--- config.mk ---
export PLATFORM = sky130hd
export DESIGN_NAME = scd_supervisor
export DESIGN_NICKNAME = d
export VERILOG_FILES = /design/src/scd_pkg.sv /design/src/scd_tmr_if.sv /design/src/scd_supervisor.sv /design/src/scd_tick_timer.sv /design/src/scd_avg8.sv
export SDC_FILE = /design/constraint.sdc
export NUM_CORES = 2
export LEC_CHECK = 0
export BUFFER_PORTS_ARGS = -buffer_cell sky130_fd_sc_hd__buf_2
export CAP_MARGIN = 20
export CORE_MARGIN = 4
export CORE_UTILIZATION = 55
export CTS_CLUSTER_DIAMETER = 50
export DETAILED_ROUTE_END_ITERATION = 16
export GPL_ROUTABILITY_DRIVEN = 0
export PLACE_DENSITY_LB_ADDON = 0.08
export SYNTH_ARGS = -nofsm -noshare
export SYNTH_HDL_FRONTEND = slang
export SYNTH_SLANG_ARGS = --single-unit
--- constraint.sdc ---
create_clock -name clk_sys -period 24 [get_ports clk_sys]
set_clock_uncertainty 0.05 [all_clocks]
set_input_delay 2.4 -clock clk_sys [delete_from_list [all_inputs] [get_ports clk_sys]]
set_output_delay 2.4 -clock clk_sys [all_outputs]
set_load 0.02 [all_outputs]
--- src/scd_pkg.sv ---
// constants, register map, states and decoders for the scan cycle supervisor
// assumes a 200 MHz clk_sys and 16-bit setup and status words addressed by word
// Overview of operation
// [RULE_01] The minimum cycle word takes codes 0001 to 7D00 for 1 to 32,000 ms in 1 ms steps, and 0000 means no minimum.
// [RULE_02] With a minimum set, the next scan is held off until the minimum has elapsed, giving a fixed period.
// [RULE_03] A scan longer than the minimum gets no padding, so that cycle's period follows its real length.
// [RULE_04] A cycle longer than the watch limit sets the cycle overrun flag and halts operation. Checked only while the scan executes, not in padding.
// [RULE_05] Bit 15 of the watch word picks the 1 s default limit when 0 and the limit in bits 0 to 14 when 1.
// [RULE_06] The programmed watch limit is a code 001 to FA0 for 10 to 40,000 ms in 10 ms steps.
// [RULE_07] A peripheral servicing cycle longer than 2.0 s sets the service overrun flag and halts operation.
// [RULE_08] At each cycle end both the running maximum and the present cycle duration are updated.
// [RULE_09] Each recorded duration is a 32-bit unsigned binary count.
// [RULE_10] Recorded durations count 0.1 ms units over the full range 0 to FFFF FFFF.
// [RULE_11] The mean of the last 8 completed cycles is readable.
// [RULE_12] In parallel processing mode the cycle duration used everywhere is the program execution time only.
// [RULE_13] In parallel processing mode each servicing cycle's duration is stored in its own status word.
// [RULE_14] Durations come from a 0.1 ms tick counter cleared at each cycle start, and the maximum clears at reset.
// [RULE_15] An overrun flag and the halt it caused stay set until the next power-up reset.
package scd_pkg;
  localparam int unsigned CLK_PERIOD_NS = 5;
  localparam int unsigned TICK_NS = 100000;
  localparam int unsigned TICK_CLKS = (TICK_NS + CLK_PERIOD_NS - 1) / CLK_PERIOD_NS;
  localparam int unsigned MIN_STEP_MS = 1;
  localparam int unsigned WATCH_STEP_MS = 10;
  localparam int unsigned WATCH_DEFAULT_MS = 1000;
  localparam int unsigned SVC_LIMIT_MS = 2000;
  localparam logic [31:0] MIN_STEP_TICKS = 32'(MIN_STEP_MS * 1000000 / TICK_NS);
  localparam logic [31:0] WATCH_STEP_TICKS = 32'(WATCH_STEP_MS * 1000000 / TICK_NS);
  localparam logic [31:0] WATCH_DEFAULT_TICKS = 32'(WATCH_DEFAULT_MS * 1000000 / TICK_NS);
  localparam logic [31:0] SVC_LIMIT_TICKS = 32'(SVC_LIMIT_MS * 1000000 / TICK_NS);
  localparam logic [31:0] DUR_MAX = 32'hFFFFFFFF;
  localparam int unsigned WATCH_EN_BIT = 15;
  localparam int unsigned PRE_W = 15;
  localparam int unsigned AVG_DEPTH = 8;
  localparam int unsigned AVG_SHIFT = 3;
  localparam int unsigned ADDR_W = 9;
  localparam logic [ADDR_W-1:0] OFS_MIN_CYCLE = 9'h0D0;
  localparam logic [ADDR_W-1:0] OFS_WATCH = 9'h0D1;
  localparam logic [ADDR_W-1:0] OFS_MAX_LO = 9'h106;
  localparam logic [ADDR_W-1:0] OFS_MAX_HI = 9'h107;
  localparam logic [ADDR_W-1:0] OFS_PRES_LO = 9'h108;
  localparam logic [ADDR_W-1:0] OFS_PRES_HI = 9'h109;
  localparam logic [ADDR_W-1:0] OFS_SVC_LO = 9'h10C;
  localparam logic [ADDR_W-1:0] OFS_SVC_HI = 9'h10D;
  localparam logic [ADDR_W-1:0] OFS_MEAN_LO = 9'h10E;
  localparam logic [ADDR_W-1:0] OFS_MEAN_HI = 9'h10F;
  localparam logic [15:0] MIN_CYCLE_RST = 16'h0000;
  localparam logic [15:0] WATCH_RST = 16'h0000;

  typedef enum logic [1:0] {SCD_LAUNCH, SCD_EXEC, SCD_PAD, SCD_HALT} scd_state_e;

  // code 0000 yields zero ticks, so the pad state passes at once
  function automatic logic [31:0] scd_min_ticks(input logic [15:0] w);
    return 32'(w) * MIN_STEP_TICKS;
  endfunction : scd_min_ticks

  function automatic logic [31:0] scd_watch_ticks(input logic [15:0] w);
    if (w[WATCH_EN_BIT]) begin
      return 32'(w[14:0]) * WATCH_STEP_TICKS;
    end
    return WATCH_DEFAULT_TICKS;
  endfunction : scd_watch_ticks
endpackage : scd_pkg

--- src/scd_tmr_if.sv ---
// control and count of one 0.1 ms tick timer
// assumes both ends run on clk_sys
`timescale 1ns/100ps
interface scd_tmr_if;
  logic clr;
  logic [31:0] count;
  modport ctl (output clr, input count);
  modport tmr (input clr, output count);
endinterface : scd_tmr_if

--- src/scd_supervisor.sv ---
// scan cycle supervisor: minimum period, watch limit, servicing watch, duration records
// assumes scan_done pulses once at the end of each program scan and service_busy
// is high for the length of each peripheral servicing cycle
`timescale 1ns/100ps
module scd_supervisor
  import scd_pkg::*;
#(
  parameter int unsigned TICK_CLKS_P = TICK_CLKS
) (
  // clock and reset
  input wire logic clk_sys,
  input wire logic reset,
  input wire logic ce,
  // setup and status word access
  input wire logic [ADDR_W-1:0] reg_addr,
  input wire logic reg_wr,
  input wire logic [15:0] reg_wdata,
  output logic [15:0] reg_rdata,
  // program scan and servicing
  input wire logic scan_done,
  input wire logic parallel_mode,
  input wire logic service_busy,
  output logic scan_start,
  output logic halt,
  output logic cycle_overrun_flag,
  output logic service_overrun_flag
);
  typedef struct packed {
    scd_state_e st;
    logic scan_start;
    logic halt;
    logic cyc_flag;
    logic svc_flag;
    logic [15:0] min_set;
    logic [15:0] watch_set;
    logic [31:0] max_d;
    logic [31:0] pres_d;
    logic [31:0] svc_d;
    logic svc_q;
    logic push;
    logic [15:0] rdata;
  } scd_main_s;

  localparam scd_main_s MAIN_RST = '{
    st: SCD_LAUNCH,
    scan_start: 1'b0,
    halt: 1'b0,
    cyc_flag: 1'b0,
    svc_flag: 1'b0,
    min_set: MIN_CYCLE_RST,
    watch_set: WATCH_RST,
    max_d: 32'h00000000,
    pres_d: 32'h00000000,
    svc_d: 32'h00000000,
    svc_q: 1'b0,
    push: 1'b0,
    rdata: 16'h0000
  };

  scd_main_s r;
  scd_main_s next_r;

  scd_tmr_if cyc_if ();
  scd_tmr_if svc_if ();

  logic [31:0] mean_d;
  logic [31:0] cyc_cnt;
  logic [31:0] svc_cnt;
  logic [31:0] min_lim;
  logic [31:0] watch_lim;

  // cycle timer restarts at each launch
  assign cyc_if.clr = (r.st == SCD_LAUNCH); // RULE_14
  // servicing timer runs only while a servicing cycle is open
  assign svc_if.clr = !r.svc_q;
  assign cyc_cnt = cyc_if.count;
  assign svc_cnt = svc_if.count;
  assign min_lim = scd_min_ticks(r.min_set); // RULE_01
  assign watch_lim = scd_watch_ticks(r.watch_set); // RULE_05 RULE_06

  scd_tick_timer #(
    .TICK_CLKS_P(TICK_CLKS_P)
  ) u_cyc_tmr (
    .clk_sys(clk_sys),
    .reset(reset),
    .ce(ce),
    .t(cyc_if.tmr)
  );

  scd_tick_timer #(
    .TICK_CLKS_P(TICK_CLKS_P)
  ) u_svc_tmr (
    .clk_sys(clk_sys),
    .reset(reset),
    .ce(ce),
    .t(svc_if.tmr)
  );

  scd_avg8 u_avg (
    .clk_sys(clk_sys),
    .reset(reset),
    .ce(ce),
    .push(r.push),
    .din(r.pres_d),
    .mean(mean_d)
  );

  always_comb begin
    next_r = r;
    next_r.scan_start = 1'b0;
    next_r.push = 1'b0;
    next_r.svc_q = service_busy;

    // setup words
    if (reg_wr) begin
      case (reg_addr)
        OFS_MIN_CYCLE: begin
          next_r.min_set = reg_wdata; // RULE_01
        end
        OFS_WATCH: begin
          next_r.watch_set = reg_wdata; // RULE_05
        end
        default: begin
        end
      endcase
    end

    // scan sequencing
    case (r.st)
      SCD_LAUNCH: begin
        next_r.scan_start = 1'b1;
        next_r.st = SCD_EXEC;
      end
      SCD_EXEC: begin
        if (cyc_cnt > watch_lim) begin
          next_r.cyc_flag = 1'b1; // RULE_04
          next_r.halt = 1'b1; // RULE_04
          next_r.st = SCD_HALT;
        end else if (scan_done) begin
          // parallel mode closes the record on execution time alone
          if (parallel_mode) begin
            next_r.pres_d = cyc_cnt; // RULE_12 RULE_08 RULE_09
            next_r.push = 1'b1; // RULE_11
            if (cyc_cnt > r.max_d) begin
              next_r.max_d = cyc_cnt; // RULE_08
            end
          end
          next_r.st = SCD_PAD;
        end
      end
      SCD_PAD: begin
        // pad until the minimum, or pass at once when already past it
        if (cyc_cnt >= min_lim) begin // RULE_02 RULE_03
          if (!parallel_mode) begin
            next_r.pres_d = cyc_cnt; // RULE_08 RULE_09
            next_r.push = 1'b1; // RULE_11
            if (cyc_cnt > r.max_d) begin
              next_r.max_d = cyc_cnt; // RULE_08
            end
          end
          next_r.st = SCD_LAUNCH;
        end
      end
      SCD_HALT: begin
        next_r.st = SCD_HALT; // RULE_15
      end
      default: begin
        next_r.st = SCD_HALT;
      end
    endcase

    // servicing watch overrides the scan sequence
    if (r.svc_q && (svc_cnt > SVC_LIMIT_TICKS)) begin
      next_r.svc_flag = 1'b1; // RULE_07
      next_r.halt = 1'b1; // RULE_07
      next_r.scan_start = 1'b0;
      next_r.st = SCD_HALT;
    end
    if (r.svc_q && !service_busy && parallel_mode) begin
      next_r.svc_d = svc_cnt; // RULE_13
    end

    // status words read back one cycle after the address
    case (reg_addr)
      OFS_MIN_CYCLE: next_r.rdata = r.min_set;
      OFS_WATCH: next_r.rdata = r.watch_set;
      OFS_MAX_LO: next_r.rdata = r.max_d[15:0];
      OFS_MAX_HI: next_r.rdata = r.max_d[31:16];
      OFS_PRES_LO: next_r.rdata = r.pres_d[15:0];
      OFS_PRES_HI: next_r.rdata = r.pres_d[31:16];
      OFS_SVC_LO: next_r.rdata = r.svc_d[15:0];
      OFS_SVC_HI: next_r.rdata = r.svc_d[31:16];
      OFS_MEAN_LO: next_r.rdata = mean_d[15:0]; // RULE_11
      OFS_MEAN_HI: next_r.rdata = mean_d[31:16]; // RULE_11
      default: next_r.rdata = 16'h0000;
    endcase
  end

  always_ff @(posedge clk_sys or posedge reset) begin
    if (reset) begin
      r <= MAIN_RST; // RULE_14
    end else if (ce) begin
      r <= next_r;
    end
  end

  assign reg_rdata = r.rdata;
  assign scan_start = r.scan_start;
  assign halt = r.halt;
  assign cycle_overrun_flag = r.cyc_flag;
  assign service_overrun_flag = r.svc_flag;
endmodule : scd_supervisor

--- src/scd_tick_timer.sv ---
// prescaled 0.1 ms tick counter, held at zero while clr is high
// assumes clk_sys at the rate that TICK_CLKS was derived from
`timescale 1ns/100ps
module scd_tick_timer
  import scd_pkg::*;
#(
  parameter int unsigned TICK_CLKS_P = TICK_CLKS
) (
  // clock and reset
  input wire logic clk_sys,
  input wire logic reset,
  input wire logic ce,
  // timer port
  scd_tmr_if.tmr t
);
  typedef struct packed {
    logic [PRE_W-1:0] pre;
    logic [31:0] count;
  } scd_tmr_s;

  scd_tmr_s r;
  scd_tmr_s next_r;

  always_comb begin
    next_r = r;
    if (t.clr) begin
      next_r = '0; // RULE_14
    end else if (r.pre == PRE_W'(TICK_CLKS_P - 1)) begin
      next_r.pre = '0;
      if (r.count != DUR_MAX) begin
        next_r.count = r.count + 32'h00000001; // RULE_10
      end
    end else begin
      next_r.pre = r.pre + PRE_W'(1);
    end
  end

  always_ff @(posedge clk_sys or posedge reset) begin
    if (reset) begin
      r <= '0;
    end else if (ce) begin
      r <= next_r;
    end
  end

  assign t.count = r.count;
endmodule : scd_tick_timer

--- src/scd_avg8.sv ---
// running mean of the last eight recorded cycle durations
// assumes push is a one-cycle pulse with din already stable
`timescale 1ns/100ps
module scd_avg8
  import scd_pkg::*;
(
  // clock and reset
  input wire logic clk_sys,
  input wire logic reset,
  input wire logic ce,
  // sample in, mean out
  input wire logic push,
  input wire logic [31:0] din,
  output logic [31:0] mean
);
  typedef struct packed {
    logic [AVG_DEPTH-1:0][31:0] hist;
    logic [31+AVG_SHIFT:0] sum;
  } scd_avg_s;

  scd_avg_s r;
  scd_avg_s next_r;

  always_comb begin
    next_r = r;
    if (push) begin
      next_r.sum = r.sum - (31+AVG_SHIFT+1)'(r.hist[AVG_DEPTH-1]) + (31+AVG_SHIFT+1)'(din); // RULE_11
      for (int i = AVG_DEPTH - 1; i > 0; i--) begin
        next_r.hist[i] = r.hist[i-1];
      end
      next_r.hist[0] = din;
    end
  end

  always_ff @(posedge clk_sys or posedge reset) begin
    if (reset) begin
      r <= '0;
    end else if (ce) begin
      r <= next_r;
    end
  end

  assign mean = r.sum[31+AVG_SHIFT:AVG_SHIFT];
endmodule : scd_avg8

Yosys cells after proc, flatten, opt, wreduce, memory -nomap -nowiden
Index checks and enable logic that the tools add are counted.
- logic and storage cells: 118
- RAM bits: 0
- input port bits: 32
- output and inout port bits: 20
- memory bits (read-only): 0
- flip-flop bits (word level): 537
- memories kept: 0
- bits in latches: 0
- bitwise gates (word level): 0
- multiply operators: 2
- div/mod/pow operators: 0
- order comparisons: 4
- mux-type cells: 33
- shifts and indexed selects: 0
- reduce and logical (&&, ||, !) cells: 21
- equal/unequal tests: 26
- add/subtract/negate cells: 6
- operator list (cell ; count):
    64-bit 2-to-1 mux ; 5
    32-bit 2-to-1 mux ; 7
    16-bit one-hot mux with 10 select lines ; 1
    64-bit one-hot mux with 2 select lines ; 1
    47-bit 2-to-1 mux ; 2
    9-bit == test, second input constant ; 8
    32-bit by 1-bit adder with 32-bit output, second input constant ; 2
    32-bit > comparator ; 2
    32-bit inequality test, second input constant ; 2
    35-bit by 32-bit adder with 35-bit output ; 1
    35-bit by 32-bit subtractor with 35-bit output ; 1
    32-bit by 20-bit >= comparator with 1-bit output ; 1
    32-bit by 15-bit > comparator with 1-bit output, second input constant ; 1
    15-bit by 1-bit adder with 15-bit output, second input constant ; 2
    15-bit == test, second input constant ; 2
    15-bit 2-to-1 mux ; 2
    3-bit AND reduction ; 7
    15-bit by 5-bit multiplier with 20-bit output, second input constant ; 1
    16-bit by 3-bit multiplier with 19-bit output, second input constant ; 1
    9-bit by 8-bit == test with 1-bit output, second input constant ; 2
    2-bit 2-to-1 mux ; 5
    2-bit inequality test, second input constant ; 5
    2-bit nonzero test ; 5
    2-bit one-hot mux with 4 select lines ; 1
    other kinds (13) ; 25

Depth between registers and ports, before layout
- depth in word-level cells: 7
- mapped depth: 25
- mapped depth without buffers: 23

Hierarchy
From an unflattened synthesis, not the netlist that was laid out.
- cell total of the unflattened synthesis: 3338
- area total of the unflattened synthesis: 31027.3 µm²
- modules (own cells, without submodules) (module ; times used ; area an instance (µm²) ; sequential area each (µm²) ; cells an instance):
    scd_avg8 ; 1 ; 14099.8 ; 7282.0 ; 1645
    scd_supervisor ; 1 ; 11144.4 ; 3803.6 ; 1049
    scd_tick_timer ; 2 ; 2891.5 ; 1176.1 ; 322

Worst setup path before layout
No wires, ideal clock.
- kind: reg-to-reg
- from: reg r[116] (netlist bit)
- to: reg r[100] (netlist bit)
- stages on the path, launching flop included: 25
- slack: 18418 ps
- data arrival time: 5407 ps
- path through: dfrtp_1 > ha_1 > ha_1 > fa_1 > ha_1 > a21o_1 > a21oi_1 > o21bai_1 > a21oi_1 > o21bai_1 > a211oi_1 > o21bai_1 > xor2_1 > nand2_1 > ha_1 > a21o_1 > a21oi_1 > o41ai_1 > o21ai_0 > o2111ai_1 > o41a_1 > buf_6 > a221o_1 > buf_6 > mux2_4
- word-level cells in the longest chain between the ends: 6
- RTL lines (what ; line ; source):
    start: declaration ; scd_supervisor.sv:60 ; scd_main_s r;
    start signal: assignment ; scd_supervisor.sv:203 ; r <= next_r;
    15-bit by 5-bit multiplier with 20-bit output ; scd_pkg.sv:59 ; return 32'(w[14:0]) * WATCH_STEP_TICKS;
    32-bit 2-to-1 mux ; scd_pkg.sv:58 ; if (w[WATCH_EN_BIT]) begin
    32-bit 2-to-1 mux ; scd_pkg.sv:61 ; return WATCH_DEFAULT_TICKS;
    32-bit > comparator ; scd_supervisor.sv:135 ; if (cyc_cnt > watch_lim) begin
    2-bit inequality test (no source line) ; n/a ;
    7-bit AND reduction (no source line) ; n/a ;
No other way between the ends. The select of a mux whose other input is x is not followed.
A chain may end at the register's enable or synchronous reset.

Final worst setup path
- from: reg r[117] (netlist bit)
- to: reg r[112] (netlist bit)
Same word-level chain as after synthesis.

==> results.ini <==
[run_status]
status = finished clean

[global_route]
grt_pass1_wl_mm = 121
grt_antenna_before_repair = 3
grt_overflow = 0
grt_pass1_vias = 22200
grt_max_degree = 174
grt_util_all_layers_pct = 26.5

[timing]
post-route-min-period_ns = 7.36
fin_ws_ns = 16.64
final_hold_viol_count = 0
setup_viol = 0
rsz0062_at_grt = no
worstMarginPinSlew_ns = 1.11
hold-worst-slack_ns = 0.411
slew-limit-headroom_pct = 25.8
maxSlewViolCount = 0
fin_crit_sh_pct = 30.7
tns_ns = 0
max_freq_mhz = 136

[route]
num_vias = 22100
via_per_inst = 5.70
wirelength_mm = 74.1
drtIter0Drc = 1706
dr.pass1.iters = 5
ant_nets = 0
wl_per_cell_um = 19.1
drc = 0

[synthesis]
synth_cells = 3133
synth-edff-count = 0
ys_seq_area_share_pct = 45.9
ys.flop_type = dfrtp_1
async_flop_share_pct = 100
synth_area_per_cell_um2 = 9.34
yosysWarnings = 0
synth.net_count = 3402
netlist_area_um2 = 29300
ys_ff_latch = 537
yosys.cell_types.count = 74

[cts]
cts_max_level = 3
numCtsBuffers = 68
cts-hold-fix-buffers = 0
postCtsSetupBuffers = 0
cts_tree = done
clkSlewWorstSetupHoldPaths_ns = 0.05
cts_root_buf = clkbuf_16
clkLatencyLatePin_ns = 0.61
clockBufferDepth = 3
cts_resized = 0
numClockSinks = 537

[power_and_ir_drop]
p_int_mw = 1.82
power.leakage_nw = 16.9
ir_drop_v = 0.0000594
power_density_nw_per_um2 = 84.5
total_power_mw = 2.72
p_comb_share_pct = 26.1
switching_power_mw = 0.895
clockPowerShare_pct = 36.7
switching_share_pct = 32.9
pwr-share-seq_pct = 37.3

[flow_run]
drv_cap = 0

[worst_hold_path]
min_from = cycle_overrun_flag
hold_path.class = flop to flop

[final_layout]
finalInstanceArea_um2 = 32200
fin_nets = 3407
final_cell_mix = nand2_1 (863), dfrtp_1 (537), inv_1 (259)
syn_to_final_growth_pct = 9.94
layout-drive-gt1-share_pct = 10.3
final_common_cell = nand2_1

[die]
die_w_um = 239
dieHeight_um = 239
ios = 52
core-area_um2 = 52700
row_count = 84
initial_utilization_pct = 55.6
dieArea_um2 = 57000

[critical_path]
max_stage_delay_ns = 1.00
worstPathRequired_ns = 24.43
cp.arrival_ns = 7.79
slowest_stage = a221o_2
crit_start = r[117]
cp_cell_sequence = ha_1, ha_1, fa_1, ha_1, a21o_1, a21oi_1, o21bai_1, a21oi_1, o21bai_1, a211oi_1, o21bai_1, xor2_1, nand2_1, ha_1, a21o_1, a21oi_1, o41ai_1, o21ai_0, o2111ai_1, o41a_2, a221o_2, mux2_2
cp-end-kind = flop
critical_path_class = flop to flop
crit_top_cell = ha_1
startpoint_type = flop
critPathMaxFanout = 37
r2r-start = r[117]

[place]
placed_area_um2 = 30000
portBuffers = 51
dp_hpwl_mm = 52.6
dp_slack_ns = 16.69

==> path summary, 6_finish.rpt <==
| check | endpoint | slack (ns) | cells past startpoint |
|---|---|---|---|
| min | cycle_overrun_flag | 0.41 | 1 |
| max reg2reg | r[112] | 16.64 | 22 |
| max in group asynchronous | u_svc_tmr.t.count[7] | 19.66 | 4 |
| max | r[112] | 16.64 | 22 |
| min reg2reg | cycle_overrun_flag | 0.41 | 1 |
| min in group asynchronous | u_avg.r[133] | 1.88 | 2 |
==> cells by family after synthesis <==
group | count (synthesis) | synth area share (%)
fa+ha+maj | 237 | 11.2
compound gates | 471 | 10.1
simple gates | 1226 | 17.7
buf+inv | 402 | 5.48
flops | 537 | 45.9
mux | 156 | 6.47
xor+xnor | 104 | 3.11
==> power groups by stage <==
stage | Clock (mW) | Combinational, mW | Sequential [mW]
2_1_floorplan | 0 | 0.545 | 0.999
3_3_place_gp | 0 | 0.680 | 1.03
3_5_place_dp | 0 | 0.699 | 1.03
4_1_cts | 1.02 | 0.705 | 1.01
5_1_grt | 1.06 | 0.799 | 1.02
6_report | 0.997 | 0.708 | 1.01
==> layout make-up <==
class                   instances  area [um^2]
fillers                      4513        20500
multi-input cells            2194        14200
flip-flops and latches        537        13400
clock buffers                  96         1910
inverters                     262          991
well taps                     688          861
repair buffers                 75          448
clock inverters                26          280
diodes                          2         5.00
==> flip-flops by register name, summed over array words and instances (netlist names), 15 cells and up <==
register	count
reg_rdata	16
u_svc_tmr.t.count	32
u_cyc_tmr.r	15
u_cyc_tmr.t.count	32
u_svc_tmr.r	15
r	132
u_avg.mean	32
u_avg.r	259
==> critical path: cells and delay by family, from the launching register on <==
kind	cells	cell delay [ns]
fa+ha+maj	5	1.75
compound gates	14	4.29
mux	1	0.42
flops	1	0.45
simple gates	1	0.08
xor+xnor	1	0.17
==> metal layers <==
metal,vias to the layer above,share of wire [%],GRT usage [%]
met1,10900,44,36.7
li1,10400,-,-
met2,586,46,41.1
met5,-,0.032,0
met3,181,5.9,5.43
met4,4,4.3,10.9
==> cells in the mapped netlist, types with 11 or more instances <==
cell,count,area (um^2)
a21oi_1,114,571
clkbuf_1,107,402
buf_4,17,128
nor4_1,13,81.3
and3_1,15,93.8
o31ai_1,11,82.6
xnor2_1,44,385
a21o_1,46,345
o21bai_1,15,113
a221oi_1,16,140
or3_1,21,131
mux2_4,27,405
nand2b_1,17,106
o211ai_1,15,113
nand3_1,57,285
mux2i_1,26,260
nand4_1,43,269
inv_1,260,976
xor2_1,60,526
nor3_1,21,105
dfrtp_1,537,13400
ha_1,194,2430
nand2_1,864,3240
mux2_2,97,1090
nor2b_1,14,87.6
nor2_1,112,420
o21ai_0,163,816
and2_1,17,106
fa_1,43,861
==> metrics by stage <==
step | std cells | util [%]
global route | 3878 | 61.1
floorplan | 3133 | -
CTS | 3878 | 61.1
detailed placement | 3756 | 56.9
finish | 3880 | 61.1
global placement | 3756 | 56.9
(Power assumes the default switching activity.)
